--- config.mk ---
export PLATFORM = sky130hd
export DESIGN_NAME = efs_ecg_fifo
export DESIGN_NICKNAME = d
export VERILOG_FILES = /design/src/common/efs_pkg.sv /design/src/core/efs_pin_sync.sv /design/src/core/efs_sample_ram.sv /design/src/core/efs_ecg_fifo.sv
export VERILOG_INCLUDE_DIRS = /design/src /design/src/common
export SDC_FILE = /design/constraint.sdc
export NUM_CORES = 1
export LEC_CHECK = 0
export BUFFER_PORTS_ARGS = -buffer_cell sky130_fd_sc_hd__clkbuf_2
export CAP_MARGIN = 15
export CORE_ASPECT_RATIO = 1.2
export CORE_UTILIZATION = 41
export DETAILED_ROUTE_END_ITERATION = 8
export PLACE_DENSITY = 0.66
export SYNTH_ARGS = -nofsm -noshare
export SYNTH_HDL_FRONTEND = slang
export SYNTH_SLANG_ARGS = --single-unit
--- constraint.sdc ---
create_clock -name clk_sys -period 3.9 [get_ports clk_sys]
set_input_delay 0.39 -clock clk_sys [delete_from_list [all_inputs] [get_ports clk_sys]]
set_output_delay 0.39 -clock clk_sys [all_outputs]
set_load 0.005 [all_outputs]
--- src/common/efs_regs.svh ---
// register offsets, field positions, reset values and tag codes of the ecg sample fifo
`ifndef EFS_REGS_SVH
`define EFS_REGS_SVH

`define EFS_REG_CTRL 8'h00
`define EFS_REG_THRESH 8'h04
`define EFS_REG_STATUS 8'h08

`define EFS_CTRL_CLEAR_BIT 0
`define EFS_CTRL_RESYNC_BIT 1
`define EFS_STAT_OVF_BIT 0
`define EFS_STAT_IRQ_BIT 1
`define EFS_STAT_COUNT_LSB 8
`define EFS_THRESH_RESET 5'h0f

`define EFS_SPI_ADDR_BURST 7'h20
`define EFS_SPI_ADDR_NORMAL 7'h21

`define EFS_DEPTH 6'h20
`define EFS_LAST_CMD_BIT 5'h07
`define EFS_LAST_DATA_BIT 5'h17

`define EFS_TAG_EMPTY 3'h6
`define EFS_TAG_OVERFLOW 3'h7
`define EFS_PACE_NONE 3'h7

`endif

--- src/common/efs_pkg.sv ---
// types shared by the ecg sample fifo
package efs_pkg;

  typedef enum logic [1:0]
  {
    EFS_PH_CMD = 2'b00,
    EFS_PH_DATA = 2'b01,
    EFS_PH_SKIP = 2'b10
  } efs_phase_type;

endpackage : efs_pkg

--- src/core/efs_pin_sync.sv ---
// three-flop synchroniser with agreement filter for link pins
`timescale 1ns/1ps
module efs_pin_sync #(
  parameter int W = 1,
  parameter logic [W-1:0] RST_VAL = '0
) (
  // clock and reset
  input wire logic clk_sys,
  input wire logic nrst,
  // raw pins and filtered level
  input wire logic [W-1:0] pin_in,
  output logic [W-1:0] level_q
);

  logic [W-1:0] s1_q;
  logic [W-1:0] s2_q;
  logic [W-1:0] s3_q;
  logic [W-1:0] level_d;

  // first stage feeds only the second; a change counts once stages two and three agree
  always_comb
  begin
    level_d = (s2_q & s3_q) | (level_q & (s2_q ^ s3_q)) | (s2_q & ~s3_q & level_q);
  end

  always_ff @(posedge clk_sys)
  begin
    if (!nrst)
    begin
      s1_q <= RST_VAL;
      s2_q <= RST_VAL;
      s3_q <= RST_VAL;
      level_q <= RST_VAL;
    end
    else
    begin
      s1_q <= pin_in;
      s2_q <= s1_q;
      s3_q <= s2_q;
      level_q <= level_d;
    end
  end

endmodule : efs_pin_sync

--- src/core/efs_sample_ram.sv ---
// sample storage array of the ecg fifo
`timescale 1ns/1ps
module efs_sample_ram (
  // clock
  input wire logic clk_sys,
  // write side
  input wire logic wr_en,
  input wire logic [4:0] wr_addr,
  input wire logic [23:0] wr_data,
  // read side
  input wire logic [4:0] rd_addr,
  output logic [23:0] rd_data
);

  logic [23:0] mem [0:31];

  // data only, so no reset: pointers decide what is valid
  always_comb
  begin
    rd_data = mem[rd_addr];
  end

  always_ff @(posedge clk_sys)
  begin
    if (wr_en)
    begin
      mem[wr_addr] <= wr_data;
    end
  end

endmodule : efs_sample_ram

--- src/core/efs_ecg_fifo.sv ---
// ecg sample fifo with sample and pace tagging, read over a serial link
// Behaviour
// - voltage: 18-bit signed, left justified in word
// - status tag sits in bits 5..3
// - tag 000: valid sample, more follow
// - tag 001: fast recovery sample, time valid
// - tag 010: valid sample, last one held
// - tag 011: fast recovery, last one held
// - tag 110: read of empty fifo
// - tag 111: fifo has overflowed
// - overflow sets status flag
// - clear command empties fifo after overflow
// - resync restarts channel timing, empties fifo
// - pace tag sits in bits 2..0
// - pace tag 000..101 names pace group
// - pace tag 111 when no pace event
// - circular store, 32 words of 24 bits
// - consume on 32nd edge, then every 24
// - fill flag when unread reaches threshold
`timescale 1ns/1ps
`include "efs_regs.svh"
module efs_ecg_fifo (
  // clock and reset
  input wire logic clk_sys,
  input wire logic nrst,
  // register port
  input wire logic [7:0] reg_addr,
  input wire logic [31:0] reg_wdata,
  input wire logic reg_wr,
  input wire logic reg_rd,
  output logic [31:0] reg_rdata_q,
  // sample channel
  input wire logic smp_valid,
  input wire logic [17:0] smp_voltage,
  input wire logic smp_fast,
  input wire logic smp_pace_hit,
  input wire logic [2:0] smp_pace_group,
  // serial link
  input wire logic spi_sclk,
  input wire logic spi_cs_n,
  input wire logic spi_mosi,
  output logic spi_miso_q,
  output logic spi_miso_oe_q,
  // status
  output logic ecg_fill_interrupt_q,
  output logic ecg_overflow_flag_q,
  output logic channel_resync_command_q
);

  // builds the word handed to the reader from a stored entry
  function automatic logic [23:0] efs_tag_word(
    input logic [23:0] stored,
    input logic [5:0] avail,
    input logic ovf
  );
    logic [2:0] tag;
    tag = {1'b0, (avail == 6'h01), stored[3]};
    if (ovf)
    begin
      tag = `EFS_TAG_OVERFLOW;
    end
    else if (avail == 6'h00)
    begin
      tag = `EFS_TAG_EMPTY;
    end
    efs_tag_word = {stored[23:6], tag, stored[2:0]};
  endfunction : efs_tag_word

  // link pins, filtered
  logic [2:0] pins;
  logic [2:0] pins_prev_q;
  logic sclk_rise;
  logic sclk_fall;
  logic cs_active;

  efs_pin_sync #(
    .W(3),
    .RST_VAL(3'h2)
  ) u_pin_sync (
    .clk_sys(clk_sys),
    .nrst(nrst),
    .pin_in({spi_sclk, spi_cs_n, spi_mosi}),
    .level_q(pins)
  );

  always_comb
  begin
    sclk_rise = pins[2] & ~pins_prev_q[2];
    sclk_fall = ~pins[2] & pins_prev_q[2];
    cs_active = ~pins[1];
  end

  // fifo state
  logic [4:0] wr_ptr_q;
  logic [4:0] wr_ptr_d;
  logic [4:0] rd_ptr_q;
  logic [4:0] rd_ptr_d;
  logic [5:0] count_q;
  logic [5:0] count_d;
  logic ovf_d;
  logic irq_d;
  logic resync_d;
  logic [4:0] thr_q;
  logic [4:0] thr_d;
  logic [31:0] rdata_d;
  logic clr;
  logic do_wr;
  logic ovf_evt;
  logic consume;
  logic [4:0] rd_index;
  logic [23:0] ram_word;
  logic [23:0] new_word;

  // serial engine state
  efs_pkg::efs_phase_type phase_q;
  efs_pkg::efs_phase_type phase_d;
  logic [4:0] bit_cnt_q;
  logic [4:0] bit_cnt_d;
  logic [6:0] cmd_q;
  logic [6:0] cmd_d;
  logic burst_q;
  logic burst_d;
  logic word_empty_q;
  logic word_empty_d;
  logic [23:0] shift_q;
  logic [23:0] shift_d;
  logic miso_d;
  logic oe_d;

  always_comb
  begin
    new_word = {smp_voltage, 2'b00, smp_fast, `EFS_PACE_NONE};
    if (smp_pace_hit)
    begin
      new_word[2:0] = smp_pace_group;
    end
  end

  efs_sample_ram u_ram (
    .clk_sys(clk_sys),
    .wr_en(do_wr),
    .wr_addr(wr_ptr_q),
    .wr_data(new_word),
    .rd_addr(rd_index),
    .rd_data(ram_word)
  );

  // serial engine: next state
  always_comb
  begin
    phase_d = phase_q;
    bit_cnt_d = bit_cnt_q;
    cmd_d = cmd_q;
    burst_d = burst_q;
    word_empty_d = word_empty_q;
    shift_d = shift_q;
    miso_d = spi_miso_q;
    consume = 1'b0;
    rd_index = rd_ptr_q;
    oe_d = cs_active & (phase_q == efs_pkg::EFS_PH_DATA);
    if (!cs_active)
    begin
      phase_d = efs_pkg::EFS_PH_CMD;
      bit_cnt_d = 5'h00;
      miso_d = 1'b0;
    end
    else if (sclk_rise)
    begin
      case (phase_q)
        efs_pkg::EFS_PH_CMD:
        begin
          cmd_d = {cmd_q[5:0], pins[0]};
          bit_cnt_d = bit_cnt_q + 5'h01;
          if (bit_cnt_q == `EFS_LAST_CMD_BIT)
          begin
            bit_cnt_d = 5'h00;
            phase_d = efs_pkg::EFS_PH_SKIP;
            if (pins[0] && (cmd_q == `EFS_SPI_ADDR_BURST || cmd_q == `EFS_SPI_ADDR_NORMAL))
            begin
              phase_d = efs_pkg::EFS_PH_DATA;
              burst_d = (cmd_q == `EFS_SPI_ADDR_BURST);
              shift_d = efs_tag_word(ram_word, count_q, ecg_overflow_flag_q);
              word_empty_d = (count_q == 6'h00);
            end
          end
        end
        efs_pkg::EFS_PH_DATA:
        begin
          bit_cnt_d = bit_cnt_q + 5'h01;
          if (bit_cnt_q == `EFS_LAST_DATA_BIT)
          begin
            bit_cnt_d = 5'h00;
            consume = ~word_empty_q & ~clr;
            rd_index = rd_ptr_q + {4'h0, consume};
            if (burst_q)
            begin
              // the eof tag looks only at words already stored, a late write shows next read
              shift_d = efs_tag_word(ram_word, count_q - {5'h00, consume}, ecg_overflow_flag_q);
              word_empty_d = ((count_q - {5'h00, consume}) == 6'h00);
            end
            else
            begin
              phase_d = efs_pkg::EFS_PH_SKIP;
            end
          end
        end
        efs_pkg::EFS_PH_SKIP:
        begin
          bit_cnt_d = bit_cnt_q;
        end
        default:
        begin
          phase_d = efs_pkg::EFS_PH_CMD;
        end
      endcase
    end
    else if (sclk_fall && phase_q == efs_pkg::EFS_PH_DATA)
    begin
      miso_d = shift_q[23];
      shift_d = {shift_q[22:0], 1'b0};
    end
  end

  always_ff @(posedge clk_sys)
  begin
    if (!nrst)
    begin
      pins_prev_q <= 3'h2;
      phase_q <= efs_pkg::EFS_PH_CMD;
      bit_cnt_q <= 5'h00;
      cmd_q <= 7'h00;
      burst_q <= 1'b0;
      word_empty_q <= 1'b1;
      shift_q <= 24'h000000;
      spi_miso_q <= 1'b0;
      spi_miso_oe_q <= 1'b0;
    end
    else
    begin
      pins_prev_q <= pins;
      phase_q <= phase_d;
      bit_cnt_q <= bit_cnt_d;
      cmd_q <= cmd_d;
      burst_q <= burst_d;
      word_empty_q <= word_empty_d;
      shift_q <= shift_d;
      spi_miso_q <= miso_d;
      spi_miso_oe_q <= oe_d;
    end
  end

  // fifo pointers, flags and registers: next state
  always_comb
  begin
    clr = reg_wr && reg_addr == `EFS_REG_CTRL &&
      (reg_wdata[`EFS_CTRL_CLEAR_BIT] || reg_wdata[`EFS_CTRL_RESYNC_BIT]);
    resync_d = reg_wr && reg_addr == `EFS_REG_CTRL && reg_wdata[`EFS_CTRL_RESYNC_BIT];
    ovf_evt = smp_valid && count_q == `EFS_DEPTH && !consume;
    do_wr = smp_valid && !clr && (count_q != `EFS_DEPTH || consume);
    ovf_d = ecg_overflow_flag_q;
    thr_d = thr_q;
    if (reg_wr && reg_addr == `EFS_REG_THRESH)
    begin
      thr_d = reg_wdata[4:0];
    end
    if (clr)
    begin
      wr_ptr_d = 5'h00;
      rd_ptr_d = 5'h00;
      count_d = 6'h00;
      ovf_d = 1'b0;
    end
    else
    begin
      wr_ptr_d = wr_ptr_q + {4'h0, do_wr};
      rd_ptr_d = rd_ptr_q + {4'h0, consume};
      count_d = count_q + {5'h00, do_wr} - {5'h00, consume};
    end
    // overflow sets even in the cycle of a clear: an event is never lost
    if (ovf_evt)
    begin
      ovf_d = 1'b1;
    end
    // threshold holds n-1, so unread >= n reads as unread > field
    irq_d = (count_q > {1'b0, thr_q});
    rdata_d = 32'h00000000;
    if (reg_rd)
    begin
      case (reg_addr)
        `EFS_REG_THRESH:
        begin
          rdata_d = {27'h0, thr_q};
        end
        `EFS_REG_STATUS:
        begin
          rdata_d[`EFS_STAT_OVF_BIT] = ecg_overflow_flag_q;
          rdata_d[`EFS_STAT_IRQ_BIT] = ecg_fill_interrupt_q;
          rdata_d[`EFS_STAT_COUNT_LSB +: 6] = count_q;
        end
        default:
        begin
          rdata_d = 32'h00000000;
        end
      endcase
    end
  end

  always_ff @(posedge clk_sys)
  begin
    if (!nrst)
    begin
      wr_ptr_q <= 5'h00;
      rd_ptr_q <= 5'h00;
      count_q <= 6'h00;
      thr_q <= `EFS_THRESH_RESET;
      ecg_overflow_flag_q <= 1'b0;
      ecg_fill_interrupt_q <= 1'b0;
      channel_resync_command_q <= 1'b0;
      reg_rdata_q <= 32'h00000000;
    end
    else
    begin
      wr_ptr_q <= wr_ptr_d;
      rd_ptr_q <= rd_ptr_d;
      count_q <= count_d;
      thr_q <= thr_d;
      ecg_overflow_flag_q <= ovf_d;
      ecg_fill_interrupt_q <= irq_d;
      channel_resync_command_q <= resync_d;
      reg_rdata_q <= rdata_d;
    end
  end

endmodule : efs_ecg_fifo

### Word-level counts from Yosys, hierarchy flattened

Memory sizes are Yosys's and may differ from the RTL's.
Cells that the tools add are included.

* input bits: 71
* bits in writable memories: 704
* memories: 1
* output and inout port bits: 37
* word-level logic and storage cells: 147
* register bits: 113

Memory list
* u_ram.mem: depth 32, width 22, rd ports 1, clocked after Yosys merged registers in 0, wr ports 1, line efs_sample_ram.sv:15 `logic [23:0] mem [0:31];`

* reduce and logical (&&, ||, !) cells: 34
* equality and inequality tests: 22
* magnitude comparators: 1
* bitwise gates (word level): 20
* muxes and demuxes: 38
* add/subtract/negate cells: 7

Operators with widths (number)
* 2-to-1 mux 24 bit: 6
* one-hot mux 24 bit (2 select lines): 1
* 2-to-1 mux 5 bit: 6
* adder 5 x 1 -> 5 bit: 3
* 2-to-1 mux 3 bit: 5
* == test 7 x 6 -> 1 bit, second input constant: 2
* AND reduction 7 bit: 2
* AND 3 bit: 4
* == test 6 x 1 -> 1 bit, second input constant: 2
* logical NOT 6 bit: 2
* 2-to-1 mux 1 bit: 12
* inequality test 3 bit, second input constant: 4
* subtractor 6 x 1 -> 6 bit: 2
* logical AND 1 bit: 10
* inequality test 2 bit, second input constant: 5
* one-hot mux 5 bit (2 select lines): 1
* AND reduction 5 bit: 2
* AND reduction 3 bit: 3
* == test 8 x 3 -> 1 bit, second input constant: 1
* == test 8 x 4 -> 1 bit, second input constant: 1
* logical NOT 8 bit: 1
* 2-to-1 mux 2 bit: 4
* NOT 1 bit: 8
* adder 6 x 1 -> 6 bit: 1
* other kinds (22): 34

### Longest topological paths before layout

An unclocked memory read counts as a cell.

* depth after elaboration: 17
* mapped depth: 19
* mapped depth without buffers: 15

### By module

A second synthesis with hierarchy kept.

* cells, all modules: 2217
* area, all modules: 34617.0 sq um

By module, submodules not included
* efs_sample_ram: area each 30000.0 sq um, sequential area each 23062.1 sq um, times used 1, cells an instance 1687
* efs_ecg_fifo: area each 4176.5 sq um, sequential area each 1561.5 sq um, times used 1, cells an instance 490
* efs_pin_sync: area each 440.4 sq um, sequential area each 240.2 sq um, times used 1, cells an instance 40

### Worst setup path after synthesis

No wires, ideal clock.

* kind: input port to flip-flop
* from: input reg_addr[5]
* to: register shift_q[0]
* library setup time: 0.114 ns
* buffers on the path: 4
* required time: 3.786 ns
* cell stages on the path: 17
* data arrival time: 3.863 ns
* slack: -0.077 ns
* path through: or4_1 nor3_1 nor4bb_1 o21ai_0 clkbuf_1 nor2b_1 ha_1 ha_1 nand4_1 nand2_1 clkbuf_1 clkbuf_1 clkbuf_1 nand3_1 a32oi_1 a31oi_1 a21o_1

* word-level cells in the longest chain between the ends: 15
* elaborated cells between the ends (all ways): 17
* those cells by class: add/sub (1); mux (10); bitwise (2); reduce/logical (3); memory (1)

RTL lines
* start, declared: line efs_ecg_fifo.sv:27 `input wire logic [7:0] reg_addr,`
* logical NOT 8 bit (no line) (*)
* logical AND 1 bit (no line) (*)
* logical AND 1 bit (*): line efs_ecg_fifo.sv:255 `` clr = reg_wr && reg_addr == `EFS_REG_CTRL && ``
* NOT 1 bit (*): line efs_ecg_fifo.sv:193 `consume = ~word_empty_q & ~clr;`
* AND 1 bit (*): line efs_ecg_fifo.sv:193
* adder 5 x 1 -> 5 bit (*): line efs_ecg_fifo.sv:194 `rd_index = rd_ptr_q + {4'h0, consume};`
* 2-to-1 mux 5 bit (*): line efs_ecg_fifo.sv:190 `` if (bit_cnt_q == `EFS_LAST_DATA_BIT) ``
* 2-to-1 mux 5 bit (*): line efs_ecg_fifo.sv:169 `case (phase_q)`
* 2-to-1 mux 5 bit (*): line efs_ecg_fifo.sv:167 `else if (sclk_rise)`
* 2-to-1 mux 5 bit (*): line efs_ecg_fifo.sv:161 `if (!cs_active)`
* memory read (32 x 22 bit) (*)
* 2-to-1 mux 24 bit, on equally long branches: line efs_ecg_fifo.sv:195, efs_ecg_fifo.sv:178
* 2-to-1 mux 24 bit, on equally long branches: line efs_ecg_fifo.sv:190, efs_ecg_fifo.sv:174
* one-hot mux 24 bit (2 select lines) (*): line efs_ecg_fifo.sv:169
* 2-to-1 mux 24 bit (*): line efs_ecg_fifo.sv:167
* end signal, assigned: line efs_ecg_fifo.sv:246 `shift_q <= shift_d;`
* end, declared: line efs_ecg_fifo.sv:125 `logic [23:0] shift_q;`

Mark *: on every way between the ends. The rest lies on a longest branch, timed or not. The select of a mux whose other input is x is not followed.
A chain may end at the register's enable or synchronous reset.

### Worst setup path after layout

* from: input reg_addr[5]
* to: register shift_q[1]

Same word-level chain as after synthesis.

==> reports/qor.yml <==
antenna_left: 0
r2r_cells: 8
nFillCells: 6661
clock_latency_ns: 0.65
ir_worst_vdd_mv: 0.3004
internal_power_mw: 13.86
grt_use_total_pct: 21.53
core_um2: 77630
setup_viol: 0
drt-initial-drc-count: 2269
finalCritPeriodShare_pct: 95.56
place_congestion: 0.8635
ys_types: 62
area_growth_pct: 17.11
path_class: "in -> reg"
seq_power_share_pct: 53.4
dp.final_hpwl_um: 52380
power_switching_mw: 3.814
grt_max_degree: 64
grt_pass1_vias: 21440
ys.flop_type: "edfxtp_1"
cp.required_ns: 4.49
clk_pin_slew_ns: 0.06
drt-total-wl_um: 86320
cts_buffers: 81
power.total_mw: 17.68
min_path_type: "in -> reg"
avgSynthCellArea_um2: 13.07
final_area_um2: 37640
crit_path_end_kind: "flop"
detail_route.wl_per_cell_um: 23.19
grt_pass1_wl_um: 128900
slew-limit-headroom_pct: 17.43
power_density_nw_per_um2: 469.7
startpoint_type: "primary input"
holdWs_ns: 0.04518
overflow: 0
fin_crit_ns: 3.727
syn-cell-area_um2: 32140
rows: 112
status: "complete, no violations"
placed_cell_area_um2: 34940
ys_ff_latch: 794
yosys_warnings: 0
synth_edf_count: 704
htreeDepth: 3
synth-seq-area-share_pct: 71.39
p_comb_share_pct: 4.0
reg2reg_slack_ns: 0.29
power.share.clock_pct: 42.6
nNetsFinal: 2737
clockBufferDepth: 3
cellLeakagePower_nw: 12.78
vias: 21360
hold_viol_final: 0
die_w_um: 257.6
dr.pass1.iters: 6
antenna_found_initial: 1
die_h_um: 308.7
arrival_ns: 4.31
crit_start: "reg_addr[5]"
cap_viol_max_count: 0
endpoint: "shift_q[1]$_SDFFE_PN0P_"
timing.rr.end: "u_ram.mem[26][11]$_DFFE_PP_"
ios: 108
drcViolationCount: 0
drv_slew: 0
worstPathMaxFanout: 32
cts_tree: "yes"
drive_gt1_share_pct: 15.11
worst_pin_slew_ns: 1.237
max_freq_mhz: 268.3
viasPerCell: 5.738
clock-root-buffer: "clkbuf_16"
sw_frac_of_total_pct: 21.58
ys_async_sr_fraction_pct: 0
io_buffer_count: 59
cts_sinks: 794
synth_cells: 2459
start_util_pct: 41.40
dieArea_um2: 79510
final.setup_skew_ns: 0.03225
r2r-start: "u_pin_sync.level_q[2]$_SDFF_PN0_"
==> area by class of cell <==
cell class | instances | area (µm²) | share of cell area (%)
inverters | 20 | 75.07 | 0.1995
clock buffers | 109 | 2156 | 5.728
flip-flops and latches | 794 | 22940 | 60.96
multi-input cells | 1474 | 8422 | 22.38
diodes | 2 | 5.005 | 0.01330
repair buffers | 260 | 2362 | 6.277
clock inverters | 37 | 390.4 | 1.037
well taps | 1026 | 1284 | 3.411
==> cells in the mapped netlist, types with 44 or more instances <==
cell type	instances	area, µm²
a21oi_1	111	555.5
edfxtp_1	704	21140
nor2_1	81	304.0
dfxtp_1	90	1802
nand2_1	576	2162
a32oi_1	69	604.3
buf_2	44	220.2
and3_1	85	531.8
a311oi_1	58	508.0
clkbuf_1	96	360.4
a211oi_1	46	345.3
==> power by group through the flow <==
stage	Combinational, mW	Clock [mW]	Sequential, mW
CTS	0.706	7.62	9.44
detailed placement	0.695	0	9.62
global route	0.783	7.96	9.45
global placement	0.659	0	9.62
floorplan	0.409	0	9.60
finish	0.706	7.53	9.44
==> placed cells by master, fill, tap and decap left out, types with 31 or more instances in the layout <==
cell       count
a211oi_1      46
nor2_2        32
and3_1        85
nand3_1       31
mux2i_1       32
nand2_1      574
ha_1          34
clkbuf_16     81
a32oi_1       69
o21ai_0       34
dfxtp_1       90
a311oi_1      58
nor2_1        49
a21oi_1      111
buf_4        151
clkbuf_2      59
edfxtp_1     704
nor3_1        31
buf_12        41
==> stage by stage <==
stage               cells  util (%)  worst slack (ns)   TNS [ns]
global route         3721     48.48         -0.003332  -0.003332
floorplan            2479         -         -0.001927  -0.001927
detailed placement   3563     45.00           -0.4872     -7.801
finish               3722     48.48            0.1731          0
global placement     3563     45.00           -0.5457     -8.813
CTS                  3716     48.37            0.1481          0
==> flip-flops by register name, indices dropped and copies added (netlist names), 5 cells and up <==
name         count
cmd_q            7
thr_q            5
rd_ptr_q         5
count_q          6
wr_ptr_q         5
u_ram.mem      704
bit_cnt_q        5
shift_q         24
reg_rdata_q     11
==> metal layers <==
metal	global-route usage (%)	wire length, µm	vias to the layer above
met3	3.753	6989	204
met4	10.98	3894	0
met2	36.35	42170	1060
li1	-	-	9522
met5	0	0	-
met1	26.58	33260	10570
==> critical path, stage by stage <==
cell      delay (ns)
clkbuf_2        0.08
or4_1           0.51
nor3_1          0.20
nor4bb_1        0.29
o21ai_0         0.24
nor2b_1         0.22
ha_1            0.27
nand4_1         0.07
buf_4           0.14
and2_4          0.41
buf_12          0.25
a21oi_1         0.09
a221oi_1        0.34
nor3_1          0.09
or4_1           0.54
o21ai_1         0.16
==> cell families (layout without fill, tap and decap cells) <==
group | after synthesis | after routing | share of synthesized area (%)
mux | 32 | 32 | 0.9967
buf+inv | 211 | 426 | 3.103
xor+xnor | 21 | 21 | 0.5723
compound gates | 456 | 456 | 9.939
flops | 794 | 794 | 71.39
other cells | 1 | 23 | 0.01167
simple gates | 909 | 909 | 12.61
fa+ha+maj | 35 | 35 | 1.386
==> repair_timing <==
item	in CTS	in global routing
setup endpoints to repair	0	5
gates resized for setup	0	2
setup buffers	0	2
hold buffers	7	0
hold endpoints to repair	8	0
==> worst min-delay path by stage <==
stage / cells past startpoint / slack (ns) / startpoint / end
global placement: 1 / 0.41 / u_pin_sync.s1_q[1]$_SDFF_PN1_ / u_pin_sync.s2_q[1]$_SDFF_PN1_
floorplan: 1 / 0.39 / u_pin_sync.s1_q[1]$_SDFF_PN1_ / u_pin_sync.s2_q[1]$_SDFF_PN1_
CTS: 3 / 0.02 / reg_wdata[4] / thr_q[4]$_SDFFE_PN0P_
global route: 3 / 0.09 / reg_wdata[4] / thr_q[4]$_SDFFE_PN0P_
detailed placement: 1 / 0.41 / u_pin_sync.s1_q[1]$_SDFF_PN1_ / u_pin_sync.s2_q[1]$_SDFF_PN1_
finish: 3 / 0.05 / reg_wdata[4] / thr_q[4]$_SDFFE_PN0P_
(Power assumes the default switching activity.)
